File: config.mk
export PLATFORM = sky130hd
export DESIGN_NAME = bal_core
export DESIGN_NICKNAME = d
export VERILOG_FILES = /design/src/bal_pkg.sv /design/src/bal_fr_mem_if.sv /design/src/bal_core.sv /design/src/bal_fr_mem.sv
export SDC_FILE = /design/constraint.sdc
export NUM_CORES = 2
export LEC_CHECK = 0
export CORE_UTILIZATION = 30
export DETAILED_ROUTE_END_ITERATION = 8
export DONT_BUFFER_PORTS = 1
export GPL_TIMING_DRIVEN = 0
export SETUP_SLACK_MARGIN = 0.3
export SYNTH_ARGS = -nofsm -noshare
export SYNTH_HDL_FRONTEND = slang
export SYNTH_SLANG_ARGS = --single-unit
File: constraint.sdc
create_clock -name CORE_CLK_I -period 18.85 [get_ports CORE_CLK_I]
set_input_delay 2.8275 -clock CORE_CLK_I [delete_from_list [all_inputs] [get_ports CORE_CLK_I]]
set_output_delay 2.8275 -clock CORE_CLK_I [all_outputs]
set_load 0.01 [all_outputs]
File: src/bal_pkg.sv
// Shared constants and types for the byte ALU datapath
package bal_pkg;

  localparam int unsigned DATA_W = 8;
  localparam int unsigned ADDR_W = 7;
  localparam int unsigned PTR_W = 16;
  localparam int unsigned INSTR_W = 14;
  localparam int unsigned LIT_W = 6;
  localparam int unsigned FILE_DEPTH = 128;
  localparam int unsigned CNT_W = 8;
  localparam int unsigned CYCLE_CLKS_DEF = 2;

  // Opcode prefixes, instruction bits [13:8]
  localparam logic [5:0] OP_ADD_IMM = 6'h3e;
  localparam logic [5:0] OP_AND_IMM = 6'h39;
  localparam logic [5:0] OP_ADD_FILE = 6'h07;
  localparam logic [5:0] OP_ADDC_FILE = 6'h3d;
  localparam logic [5:0] OP_AND_FILE = 6'h05;
  localparam logic [5:0] OP_ASR_FILE = 6'h37;
  // Pointer-add prefix, instruction bits [13:7]
  localparam logic [6:0] OP_PTR_ADD = 7'h62;

  // Field positions inside the instruction word
  localparam int unsigned DEST_BIT = 7;
  localparam int unsigned PTR_SEL_BIT = 6;
  localparam int unsigned LIT_SIGN_BIT = 5;

  // File addresses that act as indirect access ports
  localparam logic [6:0] IND_PORT0 = 7'h00;
  localparam logic [6:0] IND_PORT1 = 7'h01;

  // Status field positions
  localparam int unsigned ST_C = 0;
  localparam int unsigned ST_NIB = 1;
  localparam int unsigned ST_Z = 2;
  // Core state field positions
  localparam int unsigned CS_READY = 0;
  localparam int unsigned CS_IDLE = 1;

  // Register offsets
  localparam logic [7:0] REG_ACC = 8'h00;
  localparam logic [7:0] REG_STATUS = 8'h01;
  localparam logic [7:0] REG_PTR0_LO = 8'h02;
  localparam logic [7:0] REG_PTR0_HI = 8'h03;
  localparam logic [7:0] REG_PTR1_LO = 8'h04;
  localparam logic [7:0] REG_PTR1_HI = 8'h05;
  localparam logic [7:0] REG_CORE = 8'h06;

  // Reset values
  localparam logic [7:0] ACC_RST = 8'h00;
  localparam logic [15:0] PTR_RST = 16'h0000;
  localparam logic [7:0] RDATA_RST = 8'h00;

  typedef enum logic [1:0] {ST_READY, ST_EXEC, ST_WAIT} bal_state_t;

endpackage

File: src/bal_fr_mem_if.sv
// Connection between the datapath and its file register memory
`timescale 1ns/1ps
interface bal_fr_mem_if;
  logic wr_en;
  logic [bal_pkg::ADDR_W-1:0] wr_addr;
  logic [bal_pkg::DATA_W-1:0] wr_data;
  logic [bal_pkg::ADDR_W-1:0] rd_addr;
  logic [bal_pkg::DATA_W-1:0] rd_data;
  modport core (output wr_en, output wr_addr, output wr_data,
    output rd_addr, input rd_data);
  modport mem (input wr_en, input wr_addr, input wr_data,
    input rd_addr, output rd_data);
endinterface

File: src/bal_core.sv
// Byte ALU datapath: add, and, shift and pointer-add execution
//
// Notes on behaviour
// - A taken branch or true test costs one more cycle, the last one idle.
// - An indirect-port file operand with pointer MSB set adds a cycle.
// - Pointer-add adds a sign-extended 6-bit literal, flags untouched.
// - Pointer sums wrap modulo 65536 within 0000h to FFFFh.
// - Immediate add sums accumulator and literal, sets C, nibble, Z.
// - File add sums accumulator and file 0..127, sets C, nibble, Z.
// - Destination 0 writes the accumulator, 1 writes the file back.
// - Add with carry sums accumulator, file and carry to the destination.
// - Immediate AND writes accumulator AND literal back, Z only.
// - File AND writes accumulator AND file to the destination, Z only.
// - Arithmetic shift right keeps bit 7, old bit 0 to C, C and Z only.
// - Pointer-add decodes as 1100010, select bit, six literal bits.
`timescale 1ns/1ps
module bal_core #(
  parameter int unsigned CYCLE_CLKS = bal_pkg::CYCLE_CLKS_DEF
) (
  input wire logic CORE_CLK_I,
  input wire logic RST_N_I,
  input wire logic INSTR_VALID_I,
  input wire logic [13:0] INSTR_I,
  input wire logic PROGRAM_COUNTER_CHANGE_I,
  input wire logic TEST_TRUE_I,
  input wire logic [7:0] ADDR_I,
  input wire logic [7:0] WDATA_I,
  input wire logic WR_I,
  input wire logic RD_I,
  output logic [7:0] RDATA_O,
  output logic [7:0] ACC_O,
  output logic CARRY_O,
  output logic NIBBLE_OVERFLOW_FLAG_O,
  output logic ZERO_O,
  output logic [15:0] POINTER0_O,
  output logic [15:0] POINTER1_O,
  output logic READY_O,
  output logic IDLE_SLOT_O
);
  localparam int unsigned CW = bal_pkg::CNT_W;

  bal_fr_mem_if mem_if ();

  bal_fr_mem #(.DEPTH(bal_pkg::FILE_DEPTH)) u_mem (
    .clk_i(CORE_CLK_I),
    .port(mem_if.mem)
  );

  bal_pkg::bal_state_t state;
  bal_pkg::bal_state_t next_state;
  logic [7:0] acc;
  logic carry;
  logic nib;
  logic zero;
  logic [15:0] ptr [2];
  logic [13:0] ir;
  logic [6:0] ea;
  logic taken_q;
  logic [CW-1:0] cnt;
  logic [CW-1:0] next_cnt;

  // Decode of the incoming instruction, used at acceptance
  wire accept = INSTR_VALID_I && READY_O;
  wire [5:0] in_op = INSTR_I[13:8];
  wire [6:0] in_addr = INSTR_I[6:0];
  wire in_file = (in_op == bal_pkg::OP_ADD_FILE) ||
    (in_op == bal_pkg::OP_ADDC_FILE) || (in_op == bal_pkg::OP_AND_FILE) ||
    (in_op == bal_pkg::OP_ASR_FILE);
  wire in_ind = (in_addr == bal_pkg::IND_PORT0) ||
    (in_addr == bal_pkg::IND_PORT1);
  wire in_sel = in_addr[0];
  wire [15:0] in_ptr = in_sel ? ptr[1] : ptr[0];
  wire in_ind_ext = in_file && in_ind && in_ptr[15];
  wire in_taken = PROGRAM_COUNTER_CHANGE_I || TEST_TRUE_I;
  wire [1:0] in_cycles = 2'h1 + {1'b0, in_taken} + {1'b0, in_ind_ext};
  wire [CW-1:0] in_clks = CW'(in_cycles) * CW'(CYCLE_CLKS);
  wire [6:0] in_ea = in_ind ? in_ptr[6:0] : in_addr;

  // Decode of the held instruction, used in the execute clock
  wire exec = (state == bal_pkg::ST_EXEC);
  wire [5:0] op = ir[13:8];
  wire is_add_imm = (op == bal_pkg::OP_ADD_IMM);
  wire is_and_imm = (op == bal_pkg::OP_AND_IMM);
  wire is_add_file = (op == bal_pkg::OP_ADD_FILE);
  wire is_addc = (op == bal_pkg::OP_ADDC_FILE);
  wire is_and_file = (op == bal_pkg::OP_AND_FILE);
  wire is_asr = (op == bal_pkg::OP_ASR_FILE);
  wire is_ptr_add = (ir[13:7] == bal_pkg::OP_PTR_ADD);
  wire is_file = is_add_file || is_addc || is_and_file || is_asr;
  wire is_add_any = is_add_imm || is_add_file || is_addc;
  wire is_and_any = is_and_imm || is_and_file;
  wire dest = ir[bal_pkg::DEST_BIT];
  wire psel = ir[bal_pkg::PTR_SEL_BIT];
  wire [7:0] fval = mem_if.rd_data;
  wire [7:0] lit = ir[7:0];

  // Arithmetic and logic results
  wire [7:0] add_b = is_add_imm ? lit : fval;
  wire cin = is_addc && carry;
  wire [8:0] sum9 = {1'b0, acc} + {1'b0, add_b} + {8'h00, cin};
  wire [4:0] nib_sum = {1'b0, acc[3:0]} + {1'b0, add_b[3:0]} +
    {4'h0, cin};
  wire [7:0] and_res = acc & (is_and_imm ? lit : fval);
  wire [7:0] asr_res = {fval[7], fval[7:1]};
  wire [7:0] result = is_add_any ? sum9[7:0] :
    (is_and_any ? and_res : asr_res);
  wire [15:0] sext = {{(16 - bal_pkg::LIT_W){ir[bal_pkg::LIT_SIGN_BIT]}},
    ir[5:0]};
  // Plain 16-bit sum drops the carry, giving the wrap-around
  wire [15:0] ptr_sum = (psel ? ptr[1] : ptr[0]) + sext;

  // Destination and flag selection
  wire to_acc = exec && (is_add_imm || is_and_imm ||
    (is_file && !dest));
  wire to_file = exec && is_file && dest;
  wire upd_c = exec && (is_add_any || is_asr);
  wire upd_dc = exec && is_add_any;
  wire upd_z = exec && (is_add_any || is_and_any || is_asr);
  wire new_c = is_asr ? fval[0] : sum9[8];
  wire new_z = (result == 8'h00);
  wire ptr0_upd = exec && is_ptr_add && !psel;
  wire ptr1_upd = exec && is_ptr_add && psel;

  // Register bus decode
  wire wr_acc = WR_I && (ADDR_I == bal_pkg::REG_ACC);
  wire wr_st = WR_I && (ADDR_I == bal_pkg::REG_STATUS);
  wire wr_p0l = WR_I && (ADDR_I == bal_pkg::REG_PTR0_LO);
  wire wr_p0h = WR_I && (ADDR_I == bal_pkg::REG_PTR0_HI);
  wire wr_p1l = WR_I && (ADDR_I == bal_pkg::REG_PTR1_LO);
  wire wr_p1h = WR_I && (ADDR_I == bal_pkg::REG_PTR1_HI);
  wire [7:0] status_rd = {5'h00, zero, nib, carry};
  wire [7:0] core_rd = {6'h00, IDLE_SLOT_O, READY_O};
  wire [7:0] rd_mux =
    (ADDR_I == bal_pkg::REG_ACC) ? acc :
    (ADDR_I == bal_pkg::REG_STATUS) ? status_rd :
    (ADDR_I == bal_pkg::REG_PTR0_LO) ? ptr[0][7:0] :
    (ADDR_I == bal_pkg::REG_PTR0_HI) ? ptr[0][15:8] :
    (ADDR_I == bal_pkg::REG_PTR1_LO) ? ptr[1][7:0] :
    (ADDR_I == bal_pkg::REG_PTR1_HI) ? ptr[1][15:8] :
    (ADDR_I == bal_pkg::REG_CORE) ? core_rd : 8'h00;

  // Memory port: read is issued at acceptance, write in the execute clock
  assign mem_if.rd_addr = in_ea;
  assign mem_if.wr_en = to_file;
  assign mem_if.wr_addr = ea;
  assign mem_if.wr_data = result;

  // Sequencer; one instruction cycle spans CYCLE_CLKS clocks
  always_comb
  begin
    next_state = state;
    next_cnt = cnt;
    case (state)
      bal_pkg::ST_READY:
      begin
        if (accept)
        begin
          next_state = bal_pkg::ST_EXEC;
          next_cnt = in_clks - CW'(1);
        end
      end
      bal_pkg::ST_EXEC, bal_pkg::ST_WAIT:
      begin
        if (cnt <= CW'(1))
        begin
          next_state = bal_pkg::ST_READY;
          next_cnt = '0;
        end
        else
        begin
          next_state = bal_pkg::ST_WAIT;
          next_cnt = cnt - CW'(1);
        end
      end
      default:
      begin
        next_state = bal_pkg::ST_READY;
        next_cnt = '0;
      end
    endcase
  end

  wire next_taken = accept ? in_taken : taken_q;
  // Idle slot covers the last instruction cycle of a taken instruction
  wire next_idle = next_taken && (next_cnt != '0) &&
    (next_cnt <= CW'(CYCLE_CLKS));

  always_ff @(posedge CORE_CLK_I)
  begin
    if (!RST_N_I)
    begin
      state <= bal_pkg::ST_READY;
      cnt <= '0;
      taken_q <= 1'b0;
      ir <= '0;
      ea <= '0;
      READY_O <= 1'b1;
      IDLE_SLOT_O <= 1'b0;
    end
    else
    begin
      state <= next_state;
      cnt <= next_cnt;
      taken_q <= next_taken;
      READY_O <= (next_state == bal_pkg::ST_READY);
      IDLE_SLOT_O <= next_idle;
      if (accept)
      begin
        ir <= INSTR_I;
        ea <= in_ea;
      end
    end
  end

  // Accumulator and flags; the executing instruction wins over the bus
  always_ff @(posedge CORE_CLK_I)
  begin
    if (!RST_N_I)
    begin
      acc <= bal_pkg::ACC_RST;
      carry <= 1'b0;
      nib <= 1'b0;
      zero <= 1'b0;
      RDATA_O <= bal_pkg::RDATA_RST;
    end
    else
    begin
      if (to_acc)
        acc <= result;
      else if (wr_acc)
        acc <= WDATA_I;
      if (upd_c)
        carry <= new_c;
      else if (wr_st)
        carry <= WDATA_I[bal_pkg::ST_C];
      if (upd_dc)
        nib <= nib_sum[4];
      else if (wr_st)
        nib <= WDATA_I[bal_pkg::ST_NIB];
      if (upd_z)
        zero <= new_z;
      else if (wr_st)
        zero <= WDATA_I[bal_pkg::ST_Z];
      RDATA_O <= RD_I ? rd_mux : 8'h00;
    end
  end

  // Pointers; byte writes from the bus lose to a pointer-add
  always_ff @(posedge CORE_CLK_I)
  begin
    if (!RST_N_I)
    begin
      ptr[0] <= bal_pkg::PTR_RST;
      ptr[1] <= bal_pkg::PTR_RST;
    end
    else
    begin
      if (ptr0_upd)
        ptr[0] <= ptr_sum;
      else if (wr_p0l)
        ptr[0][7:0] <= WDATA_I;
      else if (wr_p0h)
        ptr[0][15:8] <= WDATA_I;
      if (ptr1_upd)
        ptr[1] <= ptr_sum;
      else if (wr_p1l)
        ptr[1][7:0] <= WDATA_I;
      else if (wr_p1h)
        ptr[1][15:8] <= WDATA_I;
    end
  end

  assign ACC_O = acc;
  assign CARRY_O = carry;
  assign NIBBLE_OVERFLOW_FLAG_O = nib;
  assign ZERO_O = zero;
  assign POINTER0_O = ptr[0];
  assign POINTER1_O = ptr[1];

  // Helper counters for the cycle-cost checks
  logic [CW-1:0] busy_len;
  logic [CW-1:0] exp_len;
  logic [CW-1:0] idle_len;
  always_ff @(posedge CORE_CLK_I)
  begin
    if (!RST_N_I)
    begin
      busy_len <= '0;
      exp_len <= '0;
      idle_len <= '0;
    end
    else
    begin
      busy_len <= accept ? CW'(1) : (READY_O ? '0 : busy_len + CW'(1));
      if (accept)
        exp_len <= in_clks;
      idle_len <= IDLE_SLOT_O ? idle_len + CW'(1) : '0;
    end
  end
endmodule

File: src/bal_fr_mem.sv
// File register memory with registered read data
`timescale 1ns/1ps
module bal_fr_mem #(
  parameter int unsigned DEPTH = bal_pkg::FILE_DEPTH
) (
  input wire logic clk_i,
  bal_fr_mem_if.mem port
);
  logic [bal_pkg::DATA_W-1:0] store [DEPTH];

  // The read taken at acceptance never shares a clock with a write, so no bypass is needed
  always_ff @(posedge clk_i)
  begin
    if (port.wr_en)
    begin
      store[port.wr_addr] <= port.wr_data;
    end
    port.rd_data <= store[port.rd_addr];
  end
endmodule

==> impl_metrics.yaml <==
sta:
  slew_viol_final: 0
  finalSetupTns_ns: 0
  slew_headroom_pct: 3.35
  holdWs_ns: 0.509
  fin_crit_ns: 7.11
  grt_setup_unrepaired: "no"
  final-hold-violation-count: 0
  max_freq_mhz: 141
  finalCritPeriodShare_pct: 37.7
  skew_ns: 0.0278
  finalSetupViolations: 0
  tightest_slew_ns: 1.44
worst_setup_path:
  worst-path-max-fanout: 10
  critPathKind: "in -> reg"
  rr_startpoint: "ir[9]"
  rrSetupSlack_ns: 13.42
  cp_slowest_cell: "a2111oi_0"
  path_delay_family: "buffers and inverters"
  critical-path-max-stage-delay_ns: 1.14
  crit_arrival_ns: 7.74
  path_depth: 10
  r2r-end: "u_mem.store[60][6]"
  cp.required_ns: 19.47
  cp-end-kind: "flop"
  cp_common_cell: "clkbuf_1"
  cp_cell_sequence: "buf_2 -> mux2i_1 -> o31a_1 -> clkbuf_1 -> nand3_1 -> clkbuf_1 -> o22ai_1 -> nor4b_1 -> a2111oi_0 -> and4_1"
  critPathBufInv: 3
  start_kind: "input pin"
  r2r_cells: 14
floorplan:
  start_util_pct: 30.2
  coreArea_um2: 152000
  rows: 143
  fp.dieH_um: 394
  ios: 90
  die-area_um2: 155000
  die_w_um: 394
detailed_routing:
  vias: 28454
  drt_pass1_iterations: 6
  wl_per_cell_um: 26.2
  first_iter_violations: 3663
  via_per_inst: 5.40
  wirelength_um: 138000
  route.detailed.drc: 0
  detail-route-antenna-nets: 0
hold_path:
  whs_path_depth: 2
  min_from: "cnt[6]"
  min_to: "cnt[6]"
  hold_path.class: "reg -> reg"
synthesis:
  synth_edf_count: 1056
  yosys_warnings: 0
  synth_area_per_cell_um2: 15.3
  async_reset_ff_share_pct: 0
  ys_seq_area_share_pct: 71.6
  syn_nets: 3066
  ys.flop_type: "edfxtp_1"
  syn_area_um2: 46000
  yosysTopAreaCellShare_pct: 68.9
  synth_area_leaders: "edfxtp_1 69%, mux4_2 6.1%, nand2_1 2.8%"
  synth.most_common_cell: "edfxtp_1"
  synthDistinctLibCells: 65
  synth_top_area_cell: "edfxtp_1"
  synthCells: 2998
  ys_ff_latch: 1117
  synth_top_cells_by_count: "1056 x edfxtp_1, 343 x nand2_1, 212 x nor2_1"
global_route:
  grt_pass1_vias: 27380
  grt_usage_pct: 17.4
  overflow: 0
  grt_pass1_wl_um: 197000
  grt_max_degree: 83
  antenna_found_initial: 1
cts:
  cts-root-buf: "clkbuf_16"
  hold_buffers: 0
  clk_pin_slew_ns: 0.06
  cts_resized: 0
  cts_made_buffers: 113
  cts_sinks: 1117
  clockBufferDepth: 3
  clock_latency_ns: 0.73
  cts_tree: "built"
  post-cts-setup-buffer-count: 0
  htreeDepth: 3
power_and_ir_drop:
  vdd_drop_max_uv: 74.5
  cellPowerDensity_nw_per_um2: 107
  power_leakage_uw: 0.0166
  totalPowerFinal_uw: 5640
finish:
  fill_cells: 14521
  final_layout_size_suffix_gt1_share_pct: 13.3
  layout.nets: 3204
  syn2layout_area_growth_pct: 14.4
  final_util_pct: 34.6
placed_design:
  portBuffers: 0
  dp_hpwl_um: 95200
  gp_congestion: 0.965
flow_run:
  maxCapViolations: 0
outcome:
  status: "complete, no violations"
[registers in the layout (all words and copies together), names as in the netlist]
register	count
state	2
u_mem.port.rd_data	8
ZERO_O	1
cnt	8
CARRY_O	1
IDLE_SLOT_O	1
ea	7
READY_O	1
ir	14
ptr	32
NIBBLE_OVERFLOW_FLAG_O	1
RDATA_O	8
ACC_O	8
taken_q	1
u_mem.store	1024
[report_power, final]
part | internal [uW] | total, uW | switching [uW]
clock network | 1210 | 2170 | 964
logic | 182 | 602 | 419
registers | 2830 | 2870 | 33.3
total | 4230 | 5640 | 1420
[placed cells by master, fill, tap and decap left out, drive strengths merged, types with 77 or more instances in the layout]
cell type,synthesis,final
mux4,124,124
o21ai,77,77
nand3,84,84
and3,102,102
a21oi,79,79
buf,76,97
nor2,212,212
edfxtp,1056,1056
nand2,344,344
a211oi,103,103
clkbuf,98,251
[kinds of logic (layout without fill, tap and decap cells)]
family	count (synthesis)	count (layout)	share of synthesized area, %
fa+ha+maj	31	31	0.892
xor+xnor	24	24	0.457
flops	1117	1117	71.6
other cells	0	2	0
mux	220	220	8.24
buf+inv	198	433	1.96
compound gates	540	540	8.16
simple gates	868	868	8.69
[through the flow]
step	instances	worst slack (ns)	instance area, um^2
after floorplan	2998	11.72	46000
after global placement	5028	5.49	48500
after detailed placement	5051	11.20	49100
after CTS	5263	11.94	52600
after global routing	5263	11.72	52600
final	5265	11.74	52600
[tightest hold or removal path, delay by kind of cell (launching register included)]
kind             cells  cell delay [ns]
flip-flops           1             0.33
AND/OR/NAND/NOR      1             0.08
AO/OA/AOI/OAI        1             0.06
[metal layers]
| layer | routed length, um | track usage [%] | vias to the layer above |
|---|---|---|---|
| li1 | - | - | 12162 |
| met1 | 55300 | 23.2 | 14517 |
| met2 | 64700 | 27.9 | 1510 |
| met3 | 13300 | 3.46 | 265 |
| met4 | 4760 | 6.28 | 0 |
| met5 | 0 | 0 | - |
[final cells by class]
type | instances | area [um^2] | area share [%]
clock inverter | 59 | 532 | 1.01
tap | 2030 | 2540 | 4.83
timing repair buffer | 23 | 470 | 0.894
multi-input combinational | 1683 | 12200 | 23.2
buffer | 174 | 812 | 1.54
sequential | 1117 | 32900 | 62.6
inverter | 24 | 108 | 0.204
clock buffer | 153 | 3030 | 5.75
antenna | 2 | 5.00 | 0.00951
[how the worst max path moves through the flow]
stage,start,endpoint,slack [ns]
floorplan,ir[9],u_mem.store[0][4],11.72
global placement,ir[9],u_mem.store[22][4],5.49
detailed placement,INSTR_I[0],u_mem.port.rd_data[4],11.20
CTS,INSTR_I[0],u_mem.port.rd_data[4],11.94
global route,INSTR_I[0],u_mem.port.rd_data[4],11.72
finish,INSTR_I[0],u_mem.port.rd_data[4],11.74
Note: power is estimated with default switching activity, not from simulation.
